File: config.mk
export PLATFORM = sky130hd
export DESIGN_NAME = csp_core
export DESIGN_NICKNAME = d
export VERILOG_FILES = /design/src/verilog/csp_pkg.sv /design/src/verilog/csp_core.sv
export VERILOG_INCLUDE_DIRS = /design/src /design/src/verilog
export SDC_FILE = /design/constraint.sdc
export NUM_CORES = 1
export LEC_CHECK = 0
export BUFFER_PORTS_ARGS = -buffer_cell sky130_fd_sc_hd__buf_2
export CORE_MARGIN = 3
export CORE_UTILIZATION = 35
export DETAILED_ROUTE_END_ITERATION = 10
export SYNTH_ARGS = -nofsm -noshare
export SYNTH_HDL_FRONTEND = slang
export SYNTH_SLANG_ARGS = --single-unit
export TNS_END_PERCENT = 20
File: constraint.sdc
create_clock -name core_clk -period 7.55 [get_ports core_clk]
set_clock_uncertainty 0.2 [all_clocks]
set_input_delay 1.1325 -clock core_clk [delete_from_list [all_inputs] [get_ports core_clk]]
set_output_delay 1.1325 -clock core_clk [all_outputs]
set_load 0.005 [all_outputs]
File: src/verilog/csp_defs.svh
// constants for the core status and program flow block
// assumes an 8-bit register port and a 13-bit program counter
`ifndef CSP_DEFS_SVH
`define CSP_DEFS_SVH

// ----------------------------------------
// register offsets
// ----------------------------------------
`define CSP_ADDR_FLAGS2   9'h00D
`define CSP_ADDR_ENABLES2 9'h08D
`define CSP_ADDR_POWER    9'h08E
`define CSP_ADDR_PC_LOW   9'h002
`define CSP_ADDR_STATUS   9'h003
`define CSP_ADDR_POINTER  9'h004
`define CSP_ADDR_LATCH    9'h00A
`define CSP_ADDR_INTCTL   9'h00B
`define CSP_ADDR_INDIRECT 9'h000
`define CSP_ADDR_FLAGS2_HI  9'h08D

// ----------------------------------------
// field positions
// ----------------------------------------
`define CSP_BIT_LOW_VOLT   7
`define CSP_BIT_COLLISION  3
`define CSP_BIT_OSC_SPEED  3
`define CSP_BIT_POR        1
`define CSP_BIT_BROWNOUT   0
`define CSP_BIT_BANK       7
`define CSP_BIT_PERIPH_EN  6
`define CSP_BIT_GLOBAL_EN  7
`define CSP_FLAG_MASK      8'h88
`define CSP_POWER_MASK     8'h0B

// ----------------------------------------
// reset values and sizes
// ----------------------------------------
`define CSP_RST_BYTE       8'h00
`define CSP_RST_POWER      8'h08
`define CSP_RST_PC         13'h0000
`define CSP_RST_PTR        3'h0
`define CSP_ZERO_9         9'h000
`define CSP_ONE_3          3'h1
`define CSP_ONE_13         13'h0001
`define CSP_PAGE_LO        3
`define CSP_PAGE_HI        4

`endif

File: src/verilog/csp_pkg.sv
// types for the core status and program flow block
// assumes csp_defs.svh is on the include path
`default_nettype none
package csp_pkg;
   // program flow operations issued by the instruction decoder
   typedef enum logic [2:0]
   {
      CSP_OP_STEP = 3'h0,
      CSP_OP_JUMP = 3'h1,
      CSP_OP_CALL = 3'h3,
      CSP_OP_RET = 3'h2,
      CSP_OP_IRQ = 3'h6,
      CSP_OP_NONE = 3'h7
   } csp_op_t;
endpackage
`default_nettype wire

File: src/verilog/csp_core.sv
// core status and program flow: second interrupt flags and enables,
// power control, program counter with latch, return stack, indirect access
// assumes one core clock, reset causes as pulses from the supervisor,
// and a data memory answering on the same cycle it is addressed
//
// The strobed register port was decided locally.
`timescale 1ns/100ps
`default_nettype none
`include "csp_defs.svh"

// Behaviour
// - enable bit 7 gates the low-voltage interrupt
// - enable bit 3 gates the bus-collision interrupt
// - unimplemented bits of flags and enables read zero
// - flags set on their event regardless of any enable
// - low-voltage flag sets on supply dip, held until software clears
// - collision flag sets on master collision, held until software clears
// - oscillator speed bit resets to one, selects fast or slow clock
// - power-on bit cleared by power-on reset only, set by software
// - brown-out bit cleared by brown-out reset, undefined when detector off
// - program counter is 13 bits, low byte read and write
// - software writes upper counter bits only through the high latch
// - 8K word program space in 2K pages
// - call and jump take page bits from latch bits 4 and 3
// - stack operations leave latch alone; return restores whole address
// - stack is 8 by 13 bits with hidden pointer
// - push on call or interrupt, pop on any return
// - stack wraps around with no overflow sign
// - indirect access reaches the register named by the pointer
// - indirect access to itself reads zero and writes nothing
// - indirect address is bank bit over the 8-bit pointer
// - peripheral interrupts need the peripheral enable bit
module csp_core
   import csp_pkg::*;
#(
   parameter int PC_W = 13,
   parameter int STACK_DEPTH = 8
)
(
   input wire logic core_clk,
   input wire logic arst_n,
   input wire logic por_event,
   input wire logic brownout_event,
   input wire logic brownout_detect_en,
   input wire logic low_volt_detect,
   input wire logic collision_event,
   input wire logic [8:0] reg_addr,
   input wire logic [7:0] reg_wdata,
   input wire logic reg_wr,
   input wire logic reg_rd,
   output logic [7:0] reg_rdata,
   input wire logic [2:0] flow_op,
   input wire logic [10:0] flow_target,
   output logic [PC_W-1:0] fetch_addr,
   output logic periph_irq,
   output logic osc_speed_select,
   output logic [8:0] mem_addr,
   output logic mem_wr,
   output logic mem_rd,
   output logic [7:0] mem_wdata,
   input wire logic [7:0] mem_rdata
);

   // ----------------------------------------
   // reset release and input synchronisers
   // ----------------------------------------
   logic [1:0] rst_sync;
   logic rst_n;
   logic [2:0] lv_sync;
   logic [2:0] col_sync;
   logic [2:0] por_sync;
   logic [2:0] bo_sync;
   logic [2:0] boen_sync;
   logic lv_level;
   logic col_level;
   logic por_level;
   logic bo_level;
   logic boen_level;
   logic next_lv_level;
   logic next_col_level;
   logic next_por_level;
   logic next_bo_level;
   logic next_boen_level;

   assign rst_n = rst_sync[1];

   // two-stage reset release
   always_ff @(posedge core_clk or negedge arst_n)
   begin
      if (!arst_n)
         rst_sync <= 2'h0;
      else
         rst_sync <= {rst_sync[0], 1'b1};
   end

   // filtered level follows when second and third stage agree
   function automatic logic filt(input logic [2:0] s, input logic cur);
      filt = (s[1] == s[2]) ? s[2] : cur;
   endfunction

   always_comb
   begin
      next_lv_level = filt(lv_sync, lv_level);
      next_col_level = filt(col_sync, col_level);
      next_por_level = filt(por_sync, por_level);
      next_bo_level = filt(bo_sync, bo_level);
      next_boen_level = filt(boen_sync, boen_level);
   end

   always_ff @(posedge core_clk or negedge rst_n)
   begin
      if (!rst_n)
      begin
         lv_sync <= 3'h0;
         col_sync <= 3'h0;
         por_sync <= 3'h0;
         bo_sync <= 3'h0;
         boen_sync <= 3'h0;
         lv_level <= 1'b0;
         col_level <= 1'b0;
         por_level <= 1'b0;
         bo_level <= 1'b0;
         boen_level <= 1'b0;
      end
      else
      begin
         lv_sync <= {lv_sync[1:0], low_volt_detect};
         col_sync <= {col_sync[1:0], collision_event};
         por_sync <= {por_sync[1:0], por_event};
         bo_sync <= {bo_sync[1:0], brownout_event};
         boen_sync <= {boen_sync[1:0], brownout_detect_en};
         lv_level <= next_lv_level;
         col_level <= next_col_level;
         por_level <= next_por_level;
         bo_level <= next_bo_level;
         boen_level <= next_boen_level;
      end
   end

   // ----------------------------------------
   // register state
   // ----------------------------------------
   logic [7:0] flags2;
   logic [7:0] enables2;
   logic [7:0] power;
   logic [7:0] status;
   logic [7:0] file_pointer;
   logic [7:0] pc_high_latch;
   logic [7:0] intctl;
   logic lv_prev;
   logic col_prev;
   logic [7:0] next_flags2;
   logic [7:0] next_enables2;
   logic [7:0] next_power;
   logic [7:0] next_status;
   logic [7:0] next_file_pointer;
   logic [7:0] next_pc_high_latch;
   logic [7:0] next_intctl;
   logic [7:0] next_reg_rdata;
   logic next_periph_irq;
   logic [8:0] eff_addr;
   logic [8:0] ind_addr;
   logic ind_self;
   logic ind_hit;
   logic lv_rise;
   logic col_rise;
   logic [7:0] rd_local;
   logic rd_is_local;

   // register hit on effective address
   function automatic logic hit(input logic [8:0] a, input logic [8:0] r);
      hit = (a == r);
   endfunction

   assign ind_addr = {status[`CSP_BIT_BANK], file_pointer};
   assign ind_hit = hit(reg_addr, `CSP_ADDR_INDIRECT);
   assign ind_self = ind_hit && (file_pointer == `CSP_RST_BYTE);
   assign eff_addr = ind_hit ? ind_addr : reg_addr;
   assign lv_rise = lv_level && !lv_prev;
   assign col_rise = col_level && !col_prev;

   // register writes, event flags and reset causes
   always_comb
   begin
      next_flags2 = flags2;
      next_enables2 = enables2;
      next_power = power;
      next_status = status;
      next_file_pointer = file_pointer;
      next_pc_high_latch = pc_high_latch;
      next_intctl = intctl;
      if (reg_wr && !ind_self)
      begin
         if (hit(eff_addr, `CSP_ADDR_FLAGS2))
            next_flags2 = reg_wdata & `CSP_FLAG_MASK;
         if (hit(eff_addr, `CSP_ADDR_ENABLES2))
            next_enables2 = reg_wdata & `CSP_FLAG_MASK;
         if (hit(eff_addr, `CSP_ADDR_POWER))
            next_power = reg_wdata & `CSP_POWER_MASK;
         if (hit(eff_addr, `CSP_ADDR_STATUS))
            next_status = reg_wdata;
         if (hit(eff_addr, `CSP_ADDR_POINTER))
            next_file_pointer = reg_wdata;
         if (hit(eff_addr, `CSP_ADDR_LATCH))
            next_pc_high_latch = reg_wdata;
         if (hit(eff_addr, `CSP_ADDR_INTCTL))
            next_intctl = reg_wdata;
      end
      // flags set after the write so the event wins
      if (lv_rise)
         next_flags2[`CSP_BIT_LOW_VOLT] = 1'b1;
      if (col_rise)
         next_flags2[`CSP_BIT_COLLISION] = 1'b1;
      if (por_level)
         next_power[`CSP_BIT_POR] = 1'b0;
      if (bo_level && boen_level)
         next_power[`CSP_BIT_BROWNOUT] = 1'b0;
      if (por_level || (bo_level && boen_level))
         next_power[`CSP_BIT_OSC_SPEED] = 1'b1;
      // peripheral sources gated by own enable and the peripheral enable
      next_periph_irq = next_intctl[`CSP_BIT_PERIPH_EN] &&
         ((next_flags2[`CSP_BIT_LOW_VOLT] && next_enables2[`CSP_BIT_LOW_VOLT]) ||
         (next_flags2[`CSP_BIT_COLLISION] && next_enables2[`CSP_BIT_COLLISION]));
   end

   // register file; arst_n also serves as the power-on reset
   always_ff @(posedge core_clk or negedge rst_n)
   begin
      if (!rst_n)
      begin
         flags2 <= `CSP_RST_BYTE;
         enables2 <= `CSP_RST_BYTE;
         power <= `CSP_RST_POWER;
         status <= `CSP_RST_BYTE;
         file_pointer <= `CSP_RST_BYTE;
         pc_high_latch <= `CSP_RST_BYTE;
         intctl <= `CSP_RST_BYTE;
         lv_prev <= 1'b0;
         col_prev <= 1'b0;
         periph_irq <= 1'b0;
      end
      else
      begin
         flags2 <= next_flags2;
         enables2 <= next_enables2;
         power <= next_power;
         status <= next_status;
         file_pointer <= next_file_pointer;
         pc_high_latch <= next_pc_high_latch;
         intctl <= next_intctl;
         lv_prev <= lv_level;
         col_prev <= col_level;
         periph_irq <= next_periph_irq;
      end
   end

   // ----------------------------------------
   // program counter and return stack
   // ----------------------------------------
   logic [PC_W-1:0] pc;
   logic [PC_W-1:0] next_pc;
   logic [PC_W-1:0] stack_mem [STACK_DEPTH];
   logic [$clog2(STACK_DEPTH)-1:0] stack_ptr;
   logic [$clog2(STACK_DEPTH)-1:0] next_stack_ptr;
   logic [$clog2(STACK_DEPTH)-1:0] pop_ptr;
   logic push_en;
   logic pc_low_wr;

   assign pop_ptr = stack_ptr - 3'(`CSP_ONE_3);
   assign pc_low_wr = reg_wr && !ind_self && hit(eff_addr, `CSP_ADDR_PC_LOW);

   // next counter: low byte write loads high bits from latch
   always_comb
   begin
      next_pc = pc + 13'(`CSP_ONE_13);
      next_stack_ptr = stack_ptr;
      push_en = 1'b0;
      case (csp_op_t'(flow_op))
         CSP_OP_STEP:
            next_pc = pc + 13'(`CSP_ONE_13);
         CSP_OP_JUMP:
            next_pc = {pc_high_latch[`CSP_PAGE_HI:`CSP_PAGE_LO], flow_target};
         CSP_OP_CALL:
         begin
            next_pc = {pc_high_latch[`CSP_PAGE_HI:`CSP_PAGE_LO], flow_target};
            push_en = 1'b1;
            next_stack_ptr = stack_ptr + 3'(`CSP_ONE_3);
         end
         CSP_OP_IRQ:
         begin
            next_pc = {2'h0, flow_target};
            push_en = 1'b1;
            next_stack_ptr = stack_ptr + 3'(`CSP_ONE_3);
         end
         CSP_OP_RET:
         begin
            next_pc = stack_mem[pop_ptr];
            next_stack_ptr = pop_ptr;
         end
         CSP_OP_NONE:
            next_pc = pc;
         default:
            next_pc = pc;
      endcase
      if (pc_low_wr)
         next_pc = {pc_high_latch[PC_W-9:0], reg_wdata};
   end

   // counter, stack pointer and stack storage
   always_ff @(posedge core_clk or negedge rst_n)
   begin
      if (!rst_n)
      begin
         pc <= `CSP_RST_PC;
         stack_ptr <= `CSP_RST_PTR;
      end
      else
      begin
         pc <= next_pc;
         stack_ptr <= next_stack_ptr;
      end
   end

   always_ff @(posedge core_clk)
   begin
      if (push_en)
         stack_mem[stack_ptr] <= pc + 13'(`CSP_ONE_13);
   end

   // ----------------------------------------
   // read path and data memory port
   // ----------------------------------------
   always_comb
   begin
      rd_is_local = 1'b1;
      rd_local = `CSP_RST_BYTE;
      if (ind_self)
         rd_local = `CSP_RST_BYTE;
      else if (hit(eff_addr, `CSP_ADDR_FLAGS2))
         rd_local = flags2;
      else if (hit(eff_addr, `CSP_ADDR_ENABLES2))
         rd_local = enables2;
      else if (hit(eff_addr, `CSP_ADDR_POWER))
         rd_local = power;
      else if (hit(eff_addr, `CSP_ADDR_STATUS))
         rd_local = status;
      else if (hit(eff_addr, `CSP_ADDR_POINTER))
         rd_local = file_pointer;
      else if (hit(eff_addr, `CSP_ADDR_LATCH))
         rd_local = pc_high_latch;
      else if (hit(eff_addr, `CSP_ADDR_INTCTL))
         rd_local = intctl;
      else if (hit(eff_addr, `CSP_ADDR_PC_LOW))
         rd_local = pc[7:0];
      else
         rd_is_local = 1'b0;
      next_reg_rdata = rd_is_local ? rd_local : mem_rdata;
      if (!reg_rd)
         next_reg_rdata = `CSP_RST_BYTE;
   end

   // outputs registered; memory strobes only for non-local addresses
   always_ff @(posedge core_clk or negedge rst_n)
   begin
      if (!rst_n)
      begin
         reg_rdata <= `CSP_RST_BYTE;
         fetch_addr <= `CSP_RST_PC;
         osc_speed_select <= 1'b1;
         mem_addr <= `CSP_ZERO_9;
         mem_wr <= 1'b0;
         mem_rd <= 1'b0;
         mem_wdata <= `CSP_RST_BYTE;
      end
      else
      begin
         reg_rdata <= next_reg_rdata;
         fetch_addr <= next_pc;
         osc_speed_select <= next_power[`CSP_BIT_OSC_SPEED];
         mem_addr <= eff_addr;
         mem_wr <= reg_wr && !ind_self && !rd_is_local;
         mem_rd <= reg_rd && !ind_self && !rd_is_local;
         mem_wdata <= reg_wdata;
      end
   end

endmodule
`default_nettype wire

# Word level (Yosys, flattened, before mapping)

Memory sizes are Yosys's and may differ from the RTL's.
Cells that the tools add are included.
Widths: inputs -> output; s select.

Add/sub/neg operators: 3
Eq/ne operators: 17
Multiplexer cells: 40
Reductions and logical operators: 38

Operator list:

| operator              | number |
|---|---|
| $mux 8                | 15 |
| $pmux 13 s4           | 1 |
| $eq 9x4->1 const B    | 3 |
| $eq 9x2->1 const B    | 2 |
| $eq 9x8->1 const B    | 2 |
| $mux 1                | 17 |
| $mux 7                | 2 |
| $reduce_and 2->1      | 7 |
| $reduce_bool 2->1     | 7 |
| $add 13x1->13 const B | 1 |
| $mux 13               | 1 |
| $logic_and 1x1->1     | 12 |
| $eq 9x3->1 const B    | 1 |
| $logic_not 9->1       | 1 |
| $mux 9                | 1 |
| $logic_not 8->1       | 1 |
| $mux 4                | 2 |
| $eq 3x2->1 const B    | 2 |
| $pmux 3 s2            | 1 |
| $eq 1x1->1            | 5 |
| $reduce_bool 5->1     | 1 |
| $logic_not 1->1       | 4 |
| $reduce_or 2->1       | 2 |
| $add 3x1->3 const B   | 1 |
| 5 further kinds       | 6 |

Register bits after elaboration: 107
Memory bits (writable): 104
Bits of input ports: 48
Output and inout port bits: 42
Word-level logic and storage cells: 130
Memories: 1

Memory list:

| memory    | words | bits a word | read ports | clocked after Yosys merged registers in | wr ports | RTL line        | RTL |
|---|---|---|---|---|---|---|---|
| stack_mem | 8     | 13          | 1          | 0                                       | 1        | csp_core.sv:262 | `logic [PC_W-1:0] stack_mem [STACK_DEPTH];` |

# Depth between registers and ports, before layout

Depth after elaboration: 14
Gate-level depth with buffers: 11
Mapped depth without buffers: 8

# Worst setup path before layout

Ideal clock, no wire load.

Path type: input-to-reg
Start: in reg_addr[4]
End: reg file_pointer[0]
Setup time: 0.125 ns
Arrival: 3.341 ns
Required time: 7.225 ns
Setup slack: 3.884 ns
Stages on the path: 8
Buffers on the path: 2
Path through: or4_1 buf_2 nor2_4 or4b_4 or3_1 buf_6 nor2_8 mux2_4

Cells in the longest elaborated chain, start to end: 5
Elaborated cells between the ends (all ways): 7
Those cells by class: 1 x eq/ne; 1 x mux; 5 x reduce/logical

RTL lines:

| element                                                                 | RTL line        | RTL |
|---|---|---|
| start, declared                                                         | csp_core.sv:47  | `input wire logic [8:0] reg_addr,` |
| parallel branches: the longest is 4 deep, another holds $logic_not 9->1 | -               |  |
| $reduce_and 2->1 (no source line) *                                     | -               |  |
| end signal, assigned                                                    | csp_core.sv:235 | `` file_pointer <= `CSP_RST_BYTE; `` |
| end signal, assigned                                                    | csp_core.sv:248 | `file_pointer <= next_file_pointer;` |
| end, declared                                                           | csp_core.sv:147 | `logic [7:0] file_pointer;` |

Every way passes the cells marked *.
A chain may end at the register's enable or synchronous reset.

# Worst setup path after layout

Start: in reg_addr[4]
End: reg fetch_addr[5]

Cells in the longest elaborated chain, start to end: 6
Elaborated cells between the ends (all ways): 9
Those cells by class: 1 x eq/ne; 2 x mux; 6 x reduce/logical

RTL lines:

| element                                                                 | RTL line        | RTL |
|---|---|---|
| parallel branches: the longest is 4 deep, another holds $logic_not 9->1 | -               |  |
| $logic_and 1x1->1 *                                                     | csp_core.sv:270 | `` assign pc_low_wr = reg_wr && !ind_self && hit(eff_addr, `CSP_ADDR_PC_LOW); `` |
| $reduce_bool 5->1 (no source line) or $mux 13 (tied branches)           | -               |  |
| end signal, assigned                                                    | csp_core.sv:368 | `` fetch_addr <= `CSP_RST_PC; `` |
| end signal, assigned                                                    | csp_core.sv:378 | `fetch_addr <= next_pc;` |
| end, declared                                                           | csp_core.sv:54  | `output logic [PC_W-1:0] fetch_addr,` |

Marked as above.

==> results.md <==
- Status: finished clean
- Cell taking the most area after synthesis: edfxtp_1
- Average size of a mapped cell: 13.93 µm²
- Maximum vdd drop: 0.1516 mV
- Initial core utilization: 0.3602
- Count leader, synth: dfrtp_1
- Slew Viols, Final: 0
- Core Util, Final: 0.4232
- Hold Crit Class: flop to async pin
- Chip height: 167.7 µm
- DIE WIDTH: 167.7 µm
- Synth Cell Area: 0.009149 mm²
- Number of enable flip-flop cells after synthesis: 104
- CTS hold repair buffers: 0
- Unrepaired setup endpoints after global routing: no
- N_diodes: 0
- DP Worst Slack: 3.234 ns
- Via count: 5961
- Via density: 5.439
- Area delta synth->final: 17.49%
- Fill cells: 2343
- Drt wl/cell: 21.14 µm
- CP max FO: 21
- Crit share post-route: 0.5071
- Clock buffer depth: 3
- IO Pins: 90
- CP max-delay cell: and2_1
- CP required: 7.72 ns
- Vias in the first global route: 6006
- Share of cells above drive strength 1: 0.2833
- Synth top area share: 0.3414
- Synth async-reset ratio: 0.5071
- Highest attainable clock frequency: 261.2 MHz
- Top cells by count, synth: dfrtp_1, edfxtp_1, nand2_1
- CP peak stage delay: 0.71 ns
- Critical path endpoint category: flop
- Worst skew pair latency: 0.51 ns
- Finish-stage setup viols: 0
- Setup ws final: 3.721 ns
- Flop pwr share: 0.444
- DRC Markers: 0
- Final WL: 23.17 mm
- Cells after Synth: 657
- Iter 0 DRT Violations: 442
- Antenna Nets Post-Route: 0
- Hold Vio Cnt, Final: 0
- Multi-input gate area: 0.003154 mm²
- Maximum number of pins on one net before global-route repair: 73
- Nets: 800
- Htree depth: 1
- Seq. cell area: 0.005806 mm²
- Critical path arrival: 4.00 ns
- Post-DP HPWL: 15.39 mm
- Synthesized flop and latch total: 211
- Seq/Total Area, Yosys: 0.6342
- Largest cells by area after synthesis: edfxtp_1, dfrtp_1, mux4_2
- Global Route Usage Sum: 0.1642
- First-pass GRT wire length: 36.05 mm
- Cell breakdown of the critical path: buf_2 -> nor4_2 -> a41oi_1 -> nor4_4 -> and2_1 -> a211oi_1 -> a21oi_1 -> a21oi_1
- Die Area: 0.02811 mm²
- Initial antenna violation count: 0
- CP most frequent cell: a21oi_1
- Post-Syn Nets: 708
- Slew headroom: 0.2224
- Core Area: 0.02540 mm²
- Gr ovfl total: 0
- Leak: 4.262 nW
- Placed cell area: 0.009965 mm²
- Critical path origin: reg_addr[4]
- Post-route minimum period: 3.829 ns
- TNS Setup: 0 ns
- Comb pwr share: 0.217
- Post-route cell area: 0.01075 mm²
- Critical path type: input port to flop
- Library cells used by synthesis: 72
- Top Family by Delay on Critical Path: simple AND/OR/NAND/NOR gates
- Synth Warn #: 0
- Worst Path Buf+Inv: 1
- P_sw: 949.0 µW
- Placer Congestion: 0.8751
- CTS Buf Count: 24
- IO buf count: 89
- Post-CTS Resized: 0
- # clock sinks: 211
- Row count: 58
- CTS tree: done
- Critical Path Source Type: input port
- CTS Root Cell: clkbuf_16
- Fraction of power spent switching nets: 0.2870
- Clk slew on worst S/H paths: 0.06 ns
- Pre-Repair DR Iteration Count: 5
- P per Cell Area: 307.6 mW/mm²
- Worst r2r src: file_pointer[4]
- Max-cap viol count: 0
- Clock network power share: 0.339
- Internal power: 2.358 mW
- Measured slew at the worst slew-check pin: 1.151 ns
- Post-CTS Setup Inserts: 0
- Main synth FF type: dfrtp_1
layer usage:
metal	up-vias	wire length, µm	GRT usage
met4	0	609	0.04980
met3	37	1465	0.03234
li1	2718	-	-
met2	201	11320	0.2726
met5	-	0	0
met1	3005	9774	0.2199
state kept, by name, summed over array words and instances (netlist names), 8 cells and up:
signal         flops
fetch_addr        13
file_pointer       8
intctl             8
mem_addr           9
mem_wdata          8
pc_high_latch      8
reg_rdata          8
stack_mem        104
status             8
logic make-up after synthesis:
logic type,count (synthesis),synth area share
AO/OA/AOI/OAI,134,0.1016
XOR/XNOR,15,0.01436
adder cells (fa/ha/maj),8,0.009574
buffers and inverters,55,0.02571
flip-flops,211,0.6342
multiplexers,61,0.1098
other,1,0.0004099
AND/OR/NAND/NOR,172,0.1043
metrics by stage:
| step | cells | total power, mW | hold slack [ns] |
|---|---|---|---|
| 6_report | 1096 | 3.307 | 0.06944 |
| 5_1_grt | 1096 | 3.469 | 0.1194 |
| 4_1_cts | 1096 | 3.349 | 0.09893 |
| 3_5_place_dp | 1053 | 2.218 | 0.09310 |
| 3_3_place_gp | 1053 | 2.197 | 0.09216 |
| 2_1_floorplan | 657 | 1.959 | 0.1312 |
final timing paths:
path,slack (ns),endpoint,cells past startpoint
setup / recovery,3.72,fetch_addr[5],8
hold / removal,0.07,mem_wdata[0],0
setup reg to reg,4.24,reg_rdata[1],7
hold reg to reg,0.07,mem_wdata[0],0
max in group asynchronous,5.74,file_pointer[3],1
min in group core_clk,0.15,bo_sync[1],0
placed cells by master (no fill, tap or decap), types with 6 or more instances in the layout:
cell / n
mux2_1: 7
nor2_1: 33
nand2_1: 47
mux2_2: 16
o21ai_0: 8
a221oi_1: 7
nor4_1: 9
a31oi_1: 9
dfrtp_1: 105
mux2_4: 8
o22ai_1: 12
clkbuf_16: 25
and3_1: 6
buf_4: 7
inv_1: 24
a22oi_1: 12
xor2_1: 6
clkbuf_8: 7
buf_2: 89
mux4_2: 26
and2_1: 7
a211oi_1: 10
xnor2_1: 9
nand3_1: 17
nand2b_1: 6
nor2_2: 6
a21oi_1: 39
edfxtp_1: 104
nor3_1: 9
power by group through the flow:
| stage | registers [mW] | logic [mW] | clock network, mW |
|---|---|---|---|
| after floorplan | 1.45 | 0.504 | 0 |
| after global placement | 1.49 | 0.709 | 0 |
| after detailed placement | 1.49 | 0.728 | 0 |
| after CTS | 1.47 | 0.730 | 1.15 |
| after global routing | 1.48 | 0.790 | 1.20 |
| final | 1.47 | 0.717 | 1.12 |
layout make-up:
type / instances / share of cell area
clock buffer: 33 / 0.06751
inverter: 25 / 0.008730
multi-input combinational: 391 / 0.2934
sequential: 211 / 0.5401
timing repair buffer: 96 / 0.04633
tap: 330 / 0.03841
clock inverter: 10 / 0.005471
(Power assumes the default switching activity.)
